<file path="config.mk">
export PLATFORM = sky130hd
export DESIGN_NAME = i2c_expander_register_map
export DESIGN_NICKNAME = d
export VERILOG_FILES = /design/src/design/i2c_expander_pkg.sv /design/src/design/i2c_expander_register_map.sv
export VERILOG_INCLUDE_DIRS = /design/src /design/src/design
export SDC_FILE = /design/constraint.sdc
export NUM_CORES = 1
export LEC_CHECK = 0
export BUFFER_PORTS_ARGS = -buffer_cell sky130_fd_sc_hd__buf_4
export CAP_MARGIN = 15
export CELL_PAD_IN_SITES_DETAIL_PLACEMENT = 1
export CELL_PAD_IN_SITES_GLOBAL_PLACEMENT = 2
export CORE_MARGIN = 2
export CORE_UTILIZATION = 30
export CTS_CLUSTER_SIZE = 20
export DETAILED_ROUTE_END_ITERATION = 16
export PLACE_DENSITY = 0.8
export SLEW_MARGIN = 20
export SYNTH_ARGS = -nofsm -noshare
export SYNTH_HDL_FRONTEND = slang
export SYNTH_SLANG_ARGS = --single-unit
</file>
<file path="constraint.sdc">
create_clock -name clock -period 1.94 [get_ports clock]
set_input_delay 0.097 -clock clock [delete_from_list [all_inputs] [get_ports clock]]
set_output_delay 0.097 -clock clock [all_outputs]
set_load 0.03 [all_outputs]
</file>
<file path="src/design/i2c_expander_defines.svh">
`ifndef I2C_EXPANDER_DEFINES_SVH
`define I2C_EXPANDER_DEFINES_SVH

// responder address, strap selects the low bit
`define ADDR_STRAP_LOW      7'h20
`define ADDR_STRAP_HIGH     7'h21
`define GENERAL_CALL_ADDR   8'h00
`define SOFT_RESET_BYTE     8'h06

// command codes held in the pointer
`define CMD_PIN_LEVEL_IN_0  8'h00
`define CMD_PIN_LEVEL_IN_1  8'h01
`define CMD_DRIVE_VALUE_0   8'h02
`define CMD_DRIVE_VALUE_1   8'h03
`define CMD_INVERT_IN_0     8'h04
`define CMD_INVERT_IN_1     8'h05
`define CMD_DIRECTION_0     8'h06
`define CMD_DIRECTION_1     8'h07
`define CMD_DRIVE_LEVEL_0A  8'h40
`define CMD_DRIVE_LEVEL_0B  8'h41
`define CMD_DRIVE_LEVEL_1A  8'h42
`define CMD_DRIVE_LEVEL_1B  8'h43
`define CMD_LATCH_ENABLE_0  8'h44
`define CMD_LATCH_ENABLE_1  8'h45
`define CMD_PULL_ENABLE_0   8'h46
`define CMD_PULL_ENABLE_1   8'h47
`define CMD_PULL_DIR_0      8'h48
`define CMD_PULL_DIR_1      8'h49
`define CMD_IRQ_MASK_0      8'h4a
`define CMD_IRQ_MASK_1      8'h4b
`define CMD_IRQ_SOURCE_0    8'h4c
`define CMD_IRQ_SOURCE_1    8'h4d
`define CMD_OUTPUT_MODE     8'h4f

// reset values
`define POINTER_RESET       8'h00
`define BYTE_ALL_ONES       8'hff
`define BYTE_ALL_ZEROS      8'h00
`define LEVEL_ALL_FULL      32'hffff_ffff

// bit counting within a byte
`define BITS_PER_BYTE       4'h8
`define LAST_TX_BIT         4'h7
`define MSB_BIT             7

`endif

</file>
<file path="src/design/i2c_expander_pkg.sv">
package i2c_expander_pkg;

	// responder states, gray coded along the usual path
	typedef enum logic [2:0] {
		st_idle     = 3'h0,
		st_addr     = 3'h1,
		st_addr_ack = 3'h3,
		st_wr_byte  = 3'h2,
		st_wr_ack   = 3'h6,
		st_rd_byte  = 3'h7,
		st_rd_ack   = 3'h5,
		st_ignore   = 3'h4
	} link_state_type;

	// filtered bus line levels
	typedef struct packed {
		logic scl;
		logic sda;
	} bus_lines_type;

	// extended pin configuration handed to the pin logic
	typedef struct packed {
		logic [31:0] drive_level;
		logic [15:0] latch_enable;
		logic [15:0] pull_enable;
		logic [15:0] pull_direction;
		logic [15:0] irq_mask;
		logic [7:0]  output_mode;
	} port_config_type;

endpackage

</file>
<file path="src/design/i2c_expander_register_map.sv">
`timescale 1ns/1ps
`include "i2c_expander_defines.svh"
// What this block does
// - answer at 0x20 with strap low, 0x21 with strap high
// - address lsb one means read, zero means write
// - first byte after write address ack is stored as pointer
// - pointer bit 6 clear selects core registers 00 to 07
// - pointer bit 6 set selects extended registers 40 to 4f
// - only first write data byte loads pointer; reads carry no command
// - pointer unchanged across reads; same register returned repeatedly
// - pointer resets to 00 on power-up, hardware or software reset
// - drive strength registers 40 to 43 reset all ones
// - input latch enables 44 and 45 reset all zeros
// - pull enables 46 and 47 reset all zeros
// - pull direction selects 48 and 49 reset all ones
// - interrupt masks 4a and 4b reset all ones
// - interrupt status 4c and 4d read only, reset zero
// - output mode register 4f resets zero
// - writes to input level registers ignored
// - direction bit one makes pin input, zero output
// - two-bit drive field per pin: quarter, half, three-quarter, full
// - general call with single byte 06 then stop resets everything
module i2c_expander_register_map (
	// clock and reset
	input  wire logic                             clock,
	input  wire logic                             reset,
	// address strap pin
	input  wire logic                             addr_strap,
	// bus lines, sda open drain
	input  wire logic                             scl_in,
	input  wire logic                             sda_in,
	output logic                                  sda_out,
	output logic                                  sda_oe,
	// port pins and interrupt flags from the pin logic
	input  wire logic [15:0]                      pin_level,
	input  wire logic [15:0]                      irq_flags,
	// configuration to the pin logic
	output logic [15:0]                           drive_value,
	output logic [15:0]                           direction,
	output logic [15:0]                           invert_in,
	output i2c_expander_pkg::port_config_type     port_config
);

	// three-stage synchronisers for bus lines and pins
	logic [2:0]                       scl_sync;
	logic [2:0]                       sda_sync;
	logic [2:0]                       strap_sync;
	logic [15:0]                      pin_sync [3];
	i2c_expander_pkg::bus_lines_type  lines;
	i2c_expander_pkg::bus_lines_type  lines_prev;
	logic [15:0]                      pin_filtered;

	// protocol state
	i2c_expander_pkg::link_state_type state;
	logic [3:0]                       bit_count;
	logic [7:0]                       shift_in;
	logic [7:0]                       shift_out;
	logic                             general_call;
	logic                             first_byte;
	logic                             reset_armed;
	logic                             soft_reset;
	logic                             pointer_load;
	logic                             register_write;
	logic [7:0]                       write_data;
	logic [7:0]                       pointer;
	logic [7:0]                       read_data;
	logic [15:0]                      irq_source;
	logic [6:0]                       own_address;
	logic                             clear_all;

	// edge events on the filtered lines
	logic scl_rise;
	logic scl_fall;
	logic start_seen;
	logic stop_seen;

	assign clear_all  = reset | soft_reset;
	assign scl_rise   = lines.scl & ~lines_prev.scl;
	assign scl_fall   = ~lines.scl & lines_prev.scl;
	assign start_seen = lines.scl & lines_prev.scl & lines_prev.sda & ~lines.sda;
	assign stop_seen  = lines.scl & lines_prev.scl & ~lines_prev.sda & lines.sda;

	// bus line and strap synchronisers; a level is taken once stages two and three agree
	always_ff @(posedge clock) begin
		if (reset) begin
			scl_sync   <= 3'h7;
			sda_sync   <= 3'h7;
			strap_sync <= 3'h0;
			own_address <= `ADDR_STRAP_LOW;
			lines      <= '{scl: 1'b1, sda: 1'b1};
			lines_prev <= '{scl: 1'b1, sda: 1'b1};
		end else begin
			scl_sync   <= {scl_sync[1:0], scl_in};
			sda_sync   <= {sda_sync[1:0], sda_in};
			strap_sync <= {strap_sync[1:0], addr_strap};
			lines_prev <= lines;
			if (scl_sync[1] == scl_sync[2]) begin
				lines.scl <= scl_sync[2];
			end
			if (sda_sync[1] == sda_sync[2]) begin
				lines.sda <= sda_sync[2];
			end
			// strap picks address; the strap is a pin, so it is filtered too
			if (strap_sync[1] == strap_sync[2]) begin
				own_address <= strap_sync[2] ? `ADDR_STRAP_HIGH : `ADDR_STRAP_LOW;
			end
		end
	end

	// pin synchronisers, same agreement filter per bit
	always_ff @(posedge clock) begin
		if (reset) begin
			pin_sync     <= '{default: 16'h0000};
			pin_filtered <= 16'h0000;
		end else begin
			pin_sync[0] <= pin_level;
			pin_sync[1] <= pin_sync[0];
			pin_sync[2] <= pin_sync[1];
			for (int i = 0; i < 16; i++) begin
				if (pin_sync[1][i] == pin_sync[2][i]) begin
					pin_filtered[i] <= pin_sync[2][i];
				end
			end
		end
	end

	// sda output is always low when enabled; open drain only pulls down
	always_ff @(posedge clock) begin
		sda_out <= 1'b0;
	end

	// byte-level responder sequencer
	always_ff @(posedge clock) begin
		if (clear_all) begin
			state          <= i2c_expander_pkg::st_idle;
			bit_count      <= 4'h0;
			shift_in       <= 8'h00;
			shift_out      <= 8'h00;
			sda_oe         <= 1'b0;
			general_call   <= 1'b0;
			first_byte     <= 1'b0;
			reset_armed    <= 1'b0;
			soft_reset     <= 1'b0;
			pointer_load   <= 1'b0;
			register_write <= 1'b0;
			write_data     <= 8'h00;
		end else begin
			pointer_load   <= 1'b0;
			register_write <= 1'b0;
			if (start_seen) begin
				// a repeated start abandons any pending general call reset
				state       <= i2c_expander_pkg::st_addr;
				bit_count   <= 4'h0;
				sda_oe      <= 1'b0;
				reset_armed <= 1'b0;
			end else if (stop_seen) begin
				state       <= i2c_expander_pkg::st_idle;
				sda_oe      <= 1'b0;
				soft_reset  <= reset_armed;
				reset_armed <= 1'b0;
			end else begin
				unique case (state)
					i2c_expander_pkg::st_idle: ; // waits for a start
					i2c_expander_pkg::st_addr: begin
						if (scl_rise) begin
							shift_in  <= {shift_in[6:0], lines.sda};
							bit_count <= bit_count + 4'h1;
						end else if (scl_fall && bit_count == `BITS_PER_BYTE) begin
							if (shift_in[7:1] == own_address) begin
								sda_oe       <= 1'b1;
								general_call <= 1'b0;
								state        <= i2c_expander_pkg::st_addr_ack;
							end else if (shift_in == `GENERAL_CALL_ADDR) begin
								sda_oe       <= 1'b1;
								general_call <= 1'b1;
								state        <= i2c_expander_pkg::st_addr_ack;
							end else begin
								// foreign address or general call read: no answer
								state <= i2c_expander_pkg::st_ignore;
							end
						end
					end
					i2c_expander_pkg::st_addr_ack: begin
						if (scl_fall) begin
							bit_count <= 4'h0;
							if (shift_in[0] && !general_call) begin
								shift_out <= read_data;
								sda_oe    <= ~read_data[`MSB_BIT];
								state     <= i2c_expander_pkg::st_rd_byte;
							end else begin
								sda_oe     <= 1'b0;
								first_byte <= 1'b1;
								state      <= i2c_expander_pkg::st_wr_byte;
							end
						end
					end
					i2c_expander_pkg::st_wr_byte: begin
						if (scl_rise) begin
							shift_in  <= {shift_in[6:0], lines.sda};
							bit_count <= bit_count + 4'h1;
						end else if (scl_fall && bit_count == `BITS_PER_BYTE) begin
							first_byte <= 1'b0;
							if (general_call) begin
								if (first_byte && shift_in == `SOFT_RESET_BYTE) begin
									sda_oe      <= 1'b1;
									reset_armed <= 1'b1;
									state       <= i2c_expander_pkg::st_wr_ack;
								end else begin
									reset_armed <= 1'b0;
									state       <= i2c_expander_pkg::st_ignore;
								end
							end else begin
								sda_oe         <= 1'b1;
								write_data     <= shift_in;
								pointer_load   <= first_byte;
								register_write <= ~first_byte;
								state          <= i2c_expander_pkg::st_wr_ack;
							end
						end
					end
					i2c_expander_pkg::st_wr_ack: begin
						if (scl_fall) begin
							sda_oe    <= 1'b0;
							bit_count <= 4'h0;
							state     <= i2c_expander_pkg::st_wr_byte;
						end
					end
					i2c_expander_pkg::st_rd_byte: begin
						if (scl_fall) begin
							bit_count <= bit_count + 4'h1;
							if (bit_count == `LAST_TX_BIT) begin
								sda_oe <= 1'b0;
								state  <= i2c_expander_pkg::st_rd_ack;
							end else begin
								shift_out <= {shift_out[6:0], 1'b0};
								sda_oe    <= ~shift_out[`MSB_BIT - 1];
							end
						end
					end
					i2c_expander_pkg::st_rd_ack: begin
						if (scl_rise && lines.sda) begin
							// controller nack ends the read
							state <= i2c_expander_pkg::st_ignore;
						end else if (scl_fall) begin
							bit_count <= 4'h0;
							shift_out <= read_data;
							sda_oe    <= ~read_data[`MSB_BIT];
							state     <= i2c_expander_pkg::st_rd_byte;
						end
					end
					i2c_expander_pkg::st_ignore: begin
						sda_oe <= 1'b0;
					end
				endcase
			end
		end
	end

	// command pointer
	always_ff @(posedge clock) begin
		if (clear_all) begin
			pointer <= `POINTER_RESET;
		end else if (pointer_load) begin
			// only the command byte loads it
			pointer <= write_data;
		end
	end

	// core registers; direction bit one means input
	always_ff @(posedge clock) begin
		if (clear_all) begin
			drive_value <= {`BYTE_ALL_ONES, `BYTE_ALL_ONES};
			invert_in   <= {`BYTE_ALL_ZEROS, `BYTE_ALL_ZEROS};
			direction   <= {`BYTE_ALL_ONES, `BYTE_ALL_ONES};
		end else if (register_write) begin
			// core decode; input levels not writable
			unique case (pointer)
				`CMD_DRIVE_VALUE_0: drive_value[7:0]  <= write_data;
				`CMD_DRIVE_VALUE_1: drive_value[15:8] <= write_data;
				`CMD_INVERT_IN_0:   invert_in[7:0]    <= write_data;
				`CMD_INVERT_IN_1:   invert_in[15:8]   <= write_data;
				`CMD_DIRECTION_0:   direction[7:0]    <= write_data;
				`CMD_DIRECTION_1:   direction[15:8]   <= write_data;
				default: ;
			endcase
		end
	end

	// extended registers; two drive bits per pin, 11 is full strength
	always_ff @(posedge clock) begin
		if (clear_all) begin
			port_config.drive_level    <= `LEVEL_ALL_FULL;
			port_config.latch_enable   <= {`BYTE_ALL_ZEROS, `BYTE_ALL_ZEROS};
			port_config.pull_enable    <= {`BYTE_ALL_ZEROS, `BYTE_ALL_ZEROS};
			port_config.pull_direction <= {`BYTE_ALL_ONES, `BYTE_ALL_ONES};
			port_config.irq_mask       <= {`BYTE_ALL_ONES, `BYTE_ALL_ONES};
			port_config.output_mode    <= `BYTE_ALL_ZEROS;
		end else if (register_write) begin
			// extended decode; unlisted codes change nothing
			unique case (pointer)
				`CMD_DRIVE_LEVEL_0A: port_config.drive_level[7:0]     <= write_data;
				`CMD_DRIVE_LEVEL_0B: port_config.drive_level[15:8]    <= write_data;
				`CMD_DRIVE_LEVEL_1A: port_config.drive_level[23:16]   <= write_data;
				`CMD_DRIVE_LEVEL_1B: port_config.drive_level[31:24]   <= write_data;
				`CMD_LATCH_ENABLE_0: port_config.latch_enable[7:0]    <= write_data;
				`CMD_LATCH_ENABLE_1: port_config.latch_enable[15:8]   <= write_data;
				`CMD_PULL_ENABLE_0:  port_config.pull_enable[7:0]     <= write_data;
				`CMD_PULL_ENABLE_1:  port_config.pull_enable[15:8]    <= write_data;
				`CMD_PULL_DIR_0:     port_config.pull_direction[7:0]  <= write_data;
				`CMD_PULL_DIR_1:     port_config.pull_direction[15:8] <= write_data;
				`CMD_IRQ_MASK_0:     port_config.irq_mask[7:0]        <= write_data;
				`CMD_IRQ_MASK_1:     port_config.irq_mask[15:8]       <= write_data;
				`CMD_OUTPUT_MODE:    port_config.output_mode          <= write_data;
				default: ;
			endcase
		end
	end

	// interrupt status copy, refreshed from the pin logic every cycle
	always_ff @(posedge clock) begin
		if (clear_all) begin
			irq_source <= {`BYTE_ALL_ZEROS, `BYTE_ALL_ZEROS};
		end else begin
			irq_source <= irq_flags;
		end
	end

	// read mux; input levels are pin levels with polarity applied
	always_comb begin
		unique case (pointer)
			`CMD_PIN_LEVEL_IN_0: read_data = pin_filtered[7:0] ^ invert_in[7:0];
			`CMD_PIN_LEVEL_IN_1: read_data = pin_filtered[15:8] ^ invert_in[15:8];
			`CMD_DRIVE_VALUE_0:  read_data = drive_value[7:0];
			`CMD_DRIVE_VALUE_1:  read_data = drive_value[15:8];
			`CMD_INVERT_IN_0:    read_data = invert_in[7:0];
			`CMD_INVERT_IN_1:    read_data = invert_in[15:8];
			`CMD_DIRECTION_0:    read_data = direction[7:0];
			`CMD_DIRECTION_1:    read_data = direction[15:8];
			`CMD_DRIVE_LEVEL_0A: read_data = port_config.drive_level[7:0];
			`CMD_DRIVE_LEVEL_0B: read_data = port_config.drive_level[15:8];
			`CMD_DRIVE_LEVEL_1A: read_data = port_config.drive_level[23:16];
			`CMD_DRIVE_LEVEL_1B: read_data = port_config.drive_level[31:24];
			`CMD_LATCH_ENABLE_0: read_data = port_config.latch_enable[7:0];
			`CMD_LATCH_ENABLE_1: read_data = port_config.latch_enable[15:8];
			`CMD_PULL_ENABLE_0:  read_data = port_config.pull_enable[7:0];
			`CMD_PULL_ENABLE_1:  read_data = port_config.pull_enable[15:8];
			`CMD_PULL_DIR_0:     read_data = port_config.pull_direction[7:0];
			`CMD_PULL_DIR_1:     read_data = port_config.pull_direction[15:8];
			`CMD_IRQ_MASK_0:     read_data = port_config.irq_mask[7:0];
			`CMD_IRQ_MASK_1:     read_data = port_config.irq_mask[15:8];
			`CMD_IRQ_SOURCE_0:   read_data = irq_source[7:0];
			`CMD_IRQ_SOURCE_1:   read_data = irq_source[15:8];
			`CMD_OUTPUT_MODE:    read_data = port_config.output_mode;
			default:             read_data = 8'h00;
		endcase
	end

endmodule // i2c_expander_register_map

</file>
* Word level (Yosys, flattened, before mapping)
Cells that the tools add are included.
Word-level totals: register bits 297, input bits 37, logic and storage cells 267
Cells by class: add/subtract/negate cells 1, eq/ne operators 78, muxes and demuxes 55, bitwise gates (word level) 23, reduce and logical (&&, ||, !) cells 49
Operators by type and width (number):
- $pmux 8 s23 | 1
- $eq 8x7->1 const B | 15
- $mux 3 | 14
- $mux 7 | 6
- $eq 8x3->1 const B | 5
- $reduce_and 2->1 | 20
- $ne 4x4->1 const B | 8
- $ne 2x2->1 const B | 13
- $mux 1 | 24
- $pmux 7 s3 | 1
- $reduce_and 10->1 | 2
- $eq 1x1->1 | 19
- $pmux 3 s6 | 1
- $eq 8x2->1 const B | 2
- $logic_not 8->1 | 2
- $mux 4 | 4
- $pmux 4 s4 | 1
- $xor 8x8->8 | 2
- $not 1->1 | 13
- $eq 3x3->1 const B | 4
- $reduce_and 12->1 | 1
- $reduce_and 6->1 | 2
- $ne 3x3->1 const B | 3
- $reduce_and 9->1 | 1
- other kinds (28) | 42

* Logic depth before layout (Yosys ltp)
depth in word-level cells 9, depth in mapped cells 9, gate-level depth less buffers 8

* Worst setup path after synthesis
No wires, ideal clock.
path kind register -> register, from register state[0], to register bit_count[3], setup time 70 ps, arrival 1970 ps, slack -100 ps, stages on the path, launching flop included 9, clock period less this slack 2040 ps, cell sequence dfxtp_1 > buf_6 > xnor2_1 > a21oi_2 > o21a_1 > or4_1 > buf_2 > or4_1 > a21oi_1
On the way: longest elaborated chain between the ends 4, elaborated cells between the ends (all ways) 14
Ends and longest elaborated chain:
- start, declared | line i2c_expander_register_map.sv:54 | i2c_expander_pkg::link_state_type state;
- start signal, assigned | line i2c_expander_register_map.sv:135 | state <= i2c_expander_pkg::st_idle;
- start signal, assigned | line i2c_expander_register_map.sv:152 | state <= i2c_expander_pkg::st_addr;
- start signal, assigned | line i2c_expander_register_map.sv:157 | state <= i2c_expander_pkg::st_idle;
- $eq 3x2->1, or another cell as far along | line i2c_expander_register_map.sv:162 | unique case (state)
- $reduce_or 2->1 (no source line)
- $ne 2x1->1 (no source line) or $reduce_bool 4->1 (tied branches)
- $reduce_and 5->1 (no source line)
- end signal, assigned | line i2c_expander_register_map.sv:167 | bit_count <= bit_count + 4'h1;
- end signal, assigned | line i2c_expander_register_map.sv:200 | bit_count <= bit_count + 4'h1;
- end signal, assigned | line i2c_expander_register_map.sv:230 | bit_count <= bit_count + 4'h1;
- end, declared | line i2c_expander_register_map.sv:55 | logic [3:0] bit_count;
Several ways; a longest one is shown, not always the timed one. A chain may end at the register's enable or synchronous reset.

* Final worst setup path
from register pointer[2], to register shift_out[4]
On the way: longest elaborated chain between the ends 5, elaborated cells between the ends (all ways) 29
Ends and longest elaborated chain:
- start, declared | line i2c_expander_register_map.sv:65 | logic [7:0] pointer;
- start signal, assigned | line i2c_expander_register_map.sv:262 | pointer <= `POINTER_RESET;
- start signal, assigned | line i2c_expander_register_map.sv:265 | pointer <= write_data;
- $eq 8x7->1, or another cell as far along | line i2c_expander_register_map.sv:330 | unique case (pointer)
- $pmux 8 s23 * | line i2c_expander_register_map.sv:330
- $mux 7 (on tied branches) | line i2c_expander_register_map.sv:244, i2c_expander_register_map.sv:186
- $mux 7 (on tied branches) | line i2c_expander_register_map.sv:241, i2c_expander_register_map.sv:184
- $pmux 7 s3 * | line i2c_expander_register_map.sv:162
- end signal, assigned | line i2c_expander_register_map.sv:187 | shift_out <= read_data;
- end signal, assigned | line i2c_expander_register_map.sv:235 | shift_out <= {shift_out[6:0], 1'b0};
- end signal, assigned | line i2c_expander_register_map.sv:246 | shift_out <= read_data;
- end, declared | line i2c_expander_register_map.sv:57 | logic [7:0] shift_out;
Mark *: on every way between the ends. The rest lies on a longest branch, timed or not. The select of a mux whose other input is x is not followed.

==> metrics.csv <==
stage,metric,value,unit
timing,slew margin rel.,56.1,%
finish,"most common cell after layout, fill and taps aside",buf_4,
synth,"EDFF count, synth",0,
critical_path,largest fanout on the critical path,20,
job,count of maximum capacitance violations,0,
hold_path,endpoint with the worst hold slack,irq_source[11],
finish,area delta synth->final,47.1,%
routing,via/cell ratio,5.31,
synth,flip-flop and latch count after synthesis,291,
timing,final sum of negative setup slack,-2.48,ns
synth,biggest area consumer among synthesized cells,dfxtp_1,
critical_path,setup slack of the worst register-to-register path,-0.19,ns
critical_path,path depth of the worst reg2reg path,7,
die,initial cell density of the core,30.4,%
global_route,number of global-route vias before repair,13200,
pwr,leak pwr,7.54,nW
routing,Detailed Routing Iterations Pass 1,5,
hold_path,depth of the worst hold-timing path,3,
pwr,worst supply voltage drop on vdd,0.662,mV
critical_path,element type at the critical path end,register,
timing,worst hold margin,0.291,ns
global_route,maximum number of pins on one net before global-route repair,75,
finish,diode insertion count for antenna repair,0,
synth,most used flip-flop cell after synthesis,dfxtp_1,
die,number of rows in the core area,74,
synth,cell area after synthesis,12400,sq um
synth,fraction of registers with async set/reset,0,%
critical_path,launch instance of the worst register-to-register path,pointer[2],
routing,via count,13100,
timing,shortest clock period the worst path allows after layout,2.13,ns
finish,number of filler instances in the final layout,4790,
timing,Max Clock Skew,0.0225,ns
finish,number of nets in the layout,1948,
critical_path,terminus of the critical flop-to-flop path,shift_out[4],
critical_path,critical path class,reg2reg,
timing,Slew @ Worst Pin,0.659,ns
placed_design,DPL Wire Length,44000,um
die,die extent in y,207,um
routing,Iter 0 DRT Violations,891,
timing,count of endpoints failing hold in the final timing report,0,
clock_network,worst skew pair latency,0.56,ns
routing,total length of routed wires,59100,um
timing,worst path setup slack after routing,-0.194,ns
clock_network,number of buffers between clock root and the deepest sink,3,
critical_path,CP required,2.37,ns
clock_network,number of sinks handled by clock tree synthesis,291,
finish,most frequent cells in the layout,"buf_4, nand2_1, dfxtp_1",
synth,number of instances in the synthesized netlist,1514,
finish,fraction of layout instances using a drive strength above 1,32.6,%
finish,post-layout util,44.6,%
timing,setup repair after global routing missed its margin,true,
routing,Antenna Violating Nets Remaining,0,
synth,Synth Warn #,0,
die,number of I/O pins,191,
synth,nets in the synthesized netlist,1553,
placed_design,buffers added on ports,189,
synth,fraction of the yosys area taken by sequential cells,47.1,%
critical_path,CP Data Arrival Time,2.56,ns
outcome,status,"complete, but fails checks",
critical_path,startpoint type of the worst setup path,register,
die,Die W,207,um
clock_network,number of levels the H-tree was split into,2,
synth,leading post-synthesis cells by cell area,"dfxtp_1, nand2_1, nand3_1",
pwr,power per cell area,716,nW/um^2
synth,synth unique cells,76,
global_route,number of antenna violations at the first check in global routing,3,
routing,WL/cell,24.0,um
global_route,overall routing resource usage,26.8,%
hold_path,worst min path class,in2reg,
global_route,GR Overflow Total,0,
clock_network,CTS tree,done,
routing,DRC,0,
clock_network,total clock buffers created by CTS,35,
die,Die Footprint,42900,sq um
hold_path,Worst Min Path Start,irq_flags[11],
placed_design,gp weighted congestion,0.956,
clock_network,register clock-pin slew on the reported worst setup and hold paths,0.06,ns
timing,count of pins over their slew limit,0,
die,Core Footprint,40700,sq um
synth,Synth Area per Inst,8.17,sq um
clock_network,CTS Root Buffer Type,clkbuf_16,
outcome,failing checks,negative setup slack,
timing,peak clock frequency supported by timing,469,MHz
timing,total setup violations reported at the end of the flow,28,
synth,Yosys top cell area share,47.1,%
timing,post-route clock period utilization,110,%
global_route,wire length of the first global-routing pass,86900,um
==> critical path, stage by stage (launching register included) <==
cell,delay [ns]
dfxtp_1,0.43
buf_6,0.27
buf_4,0.17
mux2_2,0.34
a22oi_1,0.28
o21ai_0,0.13
mux2i_1,0.28
a21boi_1,0.11
==> routing by layer <==
metal / track usage [%] / wire length [um] / up-vias
met2: 42.9 / 27100 / 448
met1: 35.2 / 25900 / 6468
met3: 5.79 / 3890 / 124
li1: - / - / 6046
met5: 0 / 82 / -
met4: 10.3 / 2120 / 8
==> layout make-up <==
cell class | count | area [sq um] | area share, %
inverters | 9 | 40.0 | 0.220
clock buffers | 52 | 1030 | 5.67
well taps | 532 | 666 | 3.66
flip-flops and latches | 291 | 5860 | 32.2
clock inverters | 11 | 125 | 0.688
multi-input cells | 1101 | 6580 | 36.2
repair buffers | 471 | 3890 | 21.4
==> synthesized netlist by cell type, drive strengths merged (6+ instances only) <==
library cell  instances
xnor2                 9
o22ai                10
a22oi                21
nor3b                 9
nor2                 72
clkbuf               79
dfxtp               291
a22o                 13
and3                 10
nor3                 12
inv                   9
or4                   6
or2                  10
a21oi               103
mux2                  8
nor2b                64
a31oi                11
a221oi               10
o211ai                7
nand3b                8
nand2b               12
a32oi                 8
buf                  34
and2                 21
mux2i                40
a211oi                6
xor2                  8
nand3               138
o21ai                66
nand2               346
==> worst max-delay path by stage <==
stage	from	endpoint	slack [ns]	cells after the start
after floorplan	state[2]	bit_count[2]	-0.09	8
after global placement	bit_count[0]	sda_oe	-0.36	9
after detailed placement	bit_count[0]	sda_oe	-0.32	9
after CTS	pointer[7]	shift_out[3]	-0.16	8
after global routing	pointer[5]	shift_out[2]	-0.24	9
final	pointer[2]	shift_out[4]	-0.19	7
==> timing repair <==
item                                    in CTS  in global routing
resized for setup                           71                115
hold buffers                                38                  0
pin swaps                                   13                 25
hold endpoints to repair                    44                  0
gates cloned                                 2                  2
endpoints found under the setup margin     148                166
setup buffers                                9                 13
==> power by group <==
part           leakage, nW  internal (mW)  switching [mW]
logic                 4.61          0.157           0.148
clock network        0.564           3.96            2.69
registers             2.37           6.03          0.0329
total                 7.54           10.2            2.88
==> state kept, by name, indices dropped and copies added (netlist names), 16 cells and up <==
signal	cells
drive_value	16
invert_in	16
direction	16
pin_sync	48
irq_source	16
port_config	104
pin_filtered	16
==> through the flow <==
| step | power, mW | instance area [sq um] | setup slack, ns | instances |
|---|---|---|---|---|
| after floorplan | 6.33 | 12400 | -0.0924 | 1514 |
| after global placement | 6.44 | 15800 | -0.356 | 2343 |
| after detailed placement | 6.45 | 15800 | -0.315 | 2343 |
| after CTS | 13.2 | 17700 | -0.164 | 2455 |
| after global routing | 13.4 | 18200 | -0.245 | 2467 |
| final | 13.0 | 18200 | -0.194 | 2467 |
==> cell families (layout without fill, tap and decap cells) <==
group / count (synthesis) / count (layout) / synth area share, %
simple gates: 730 / 730 / 27.7
compound gates: 302 / 302 / 15.5
flops: 291 / 291 / 47.1
buf+inv: 122 / 543 / 4.13
mux: 49 / 49 / 4.15
xor+xnor: 17 / 17 / 1.20
fa+ha+maj: 2 / 2 / 0.202
other cells: 1 / 1 / 0.0303
Note: power is estimated with default switching activity, not from simulation.
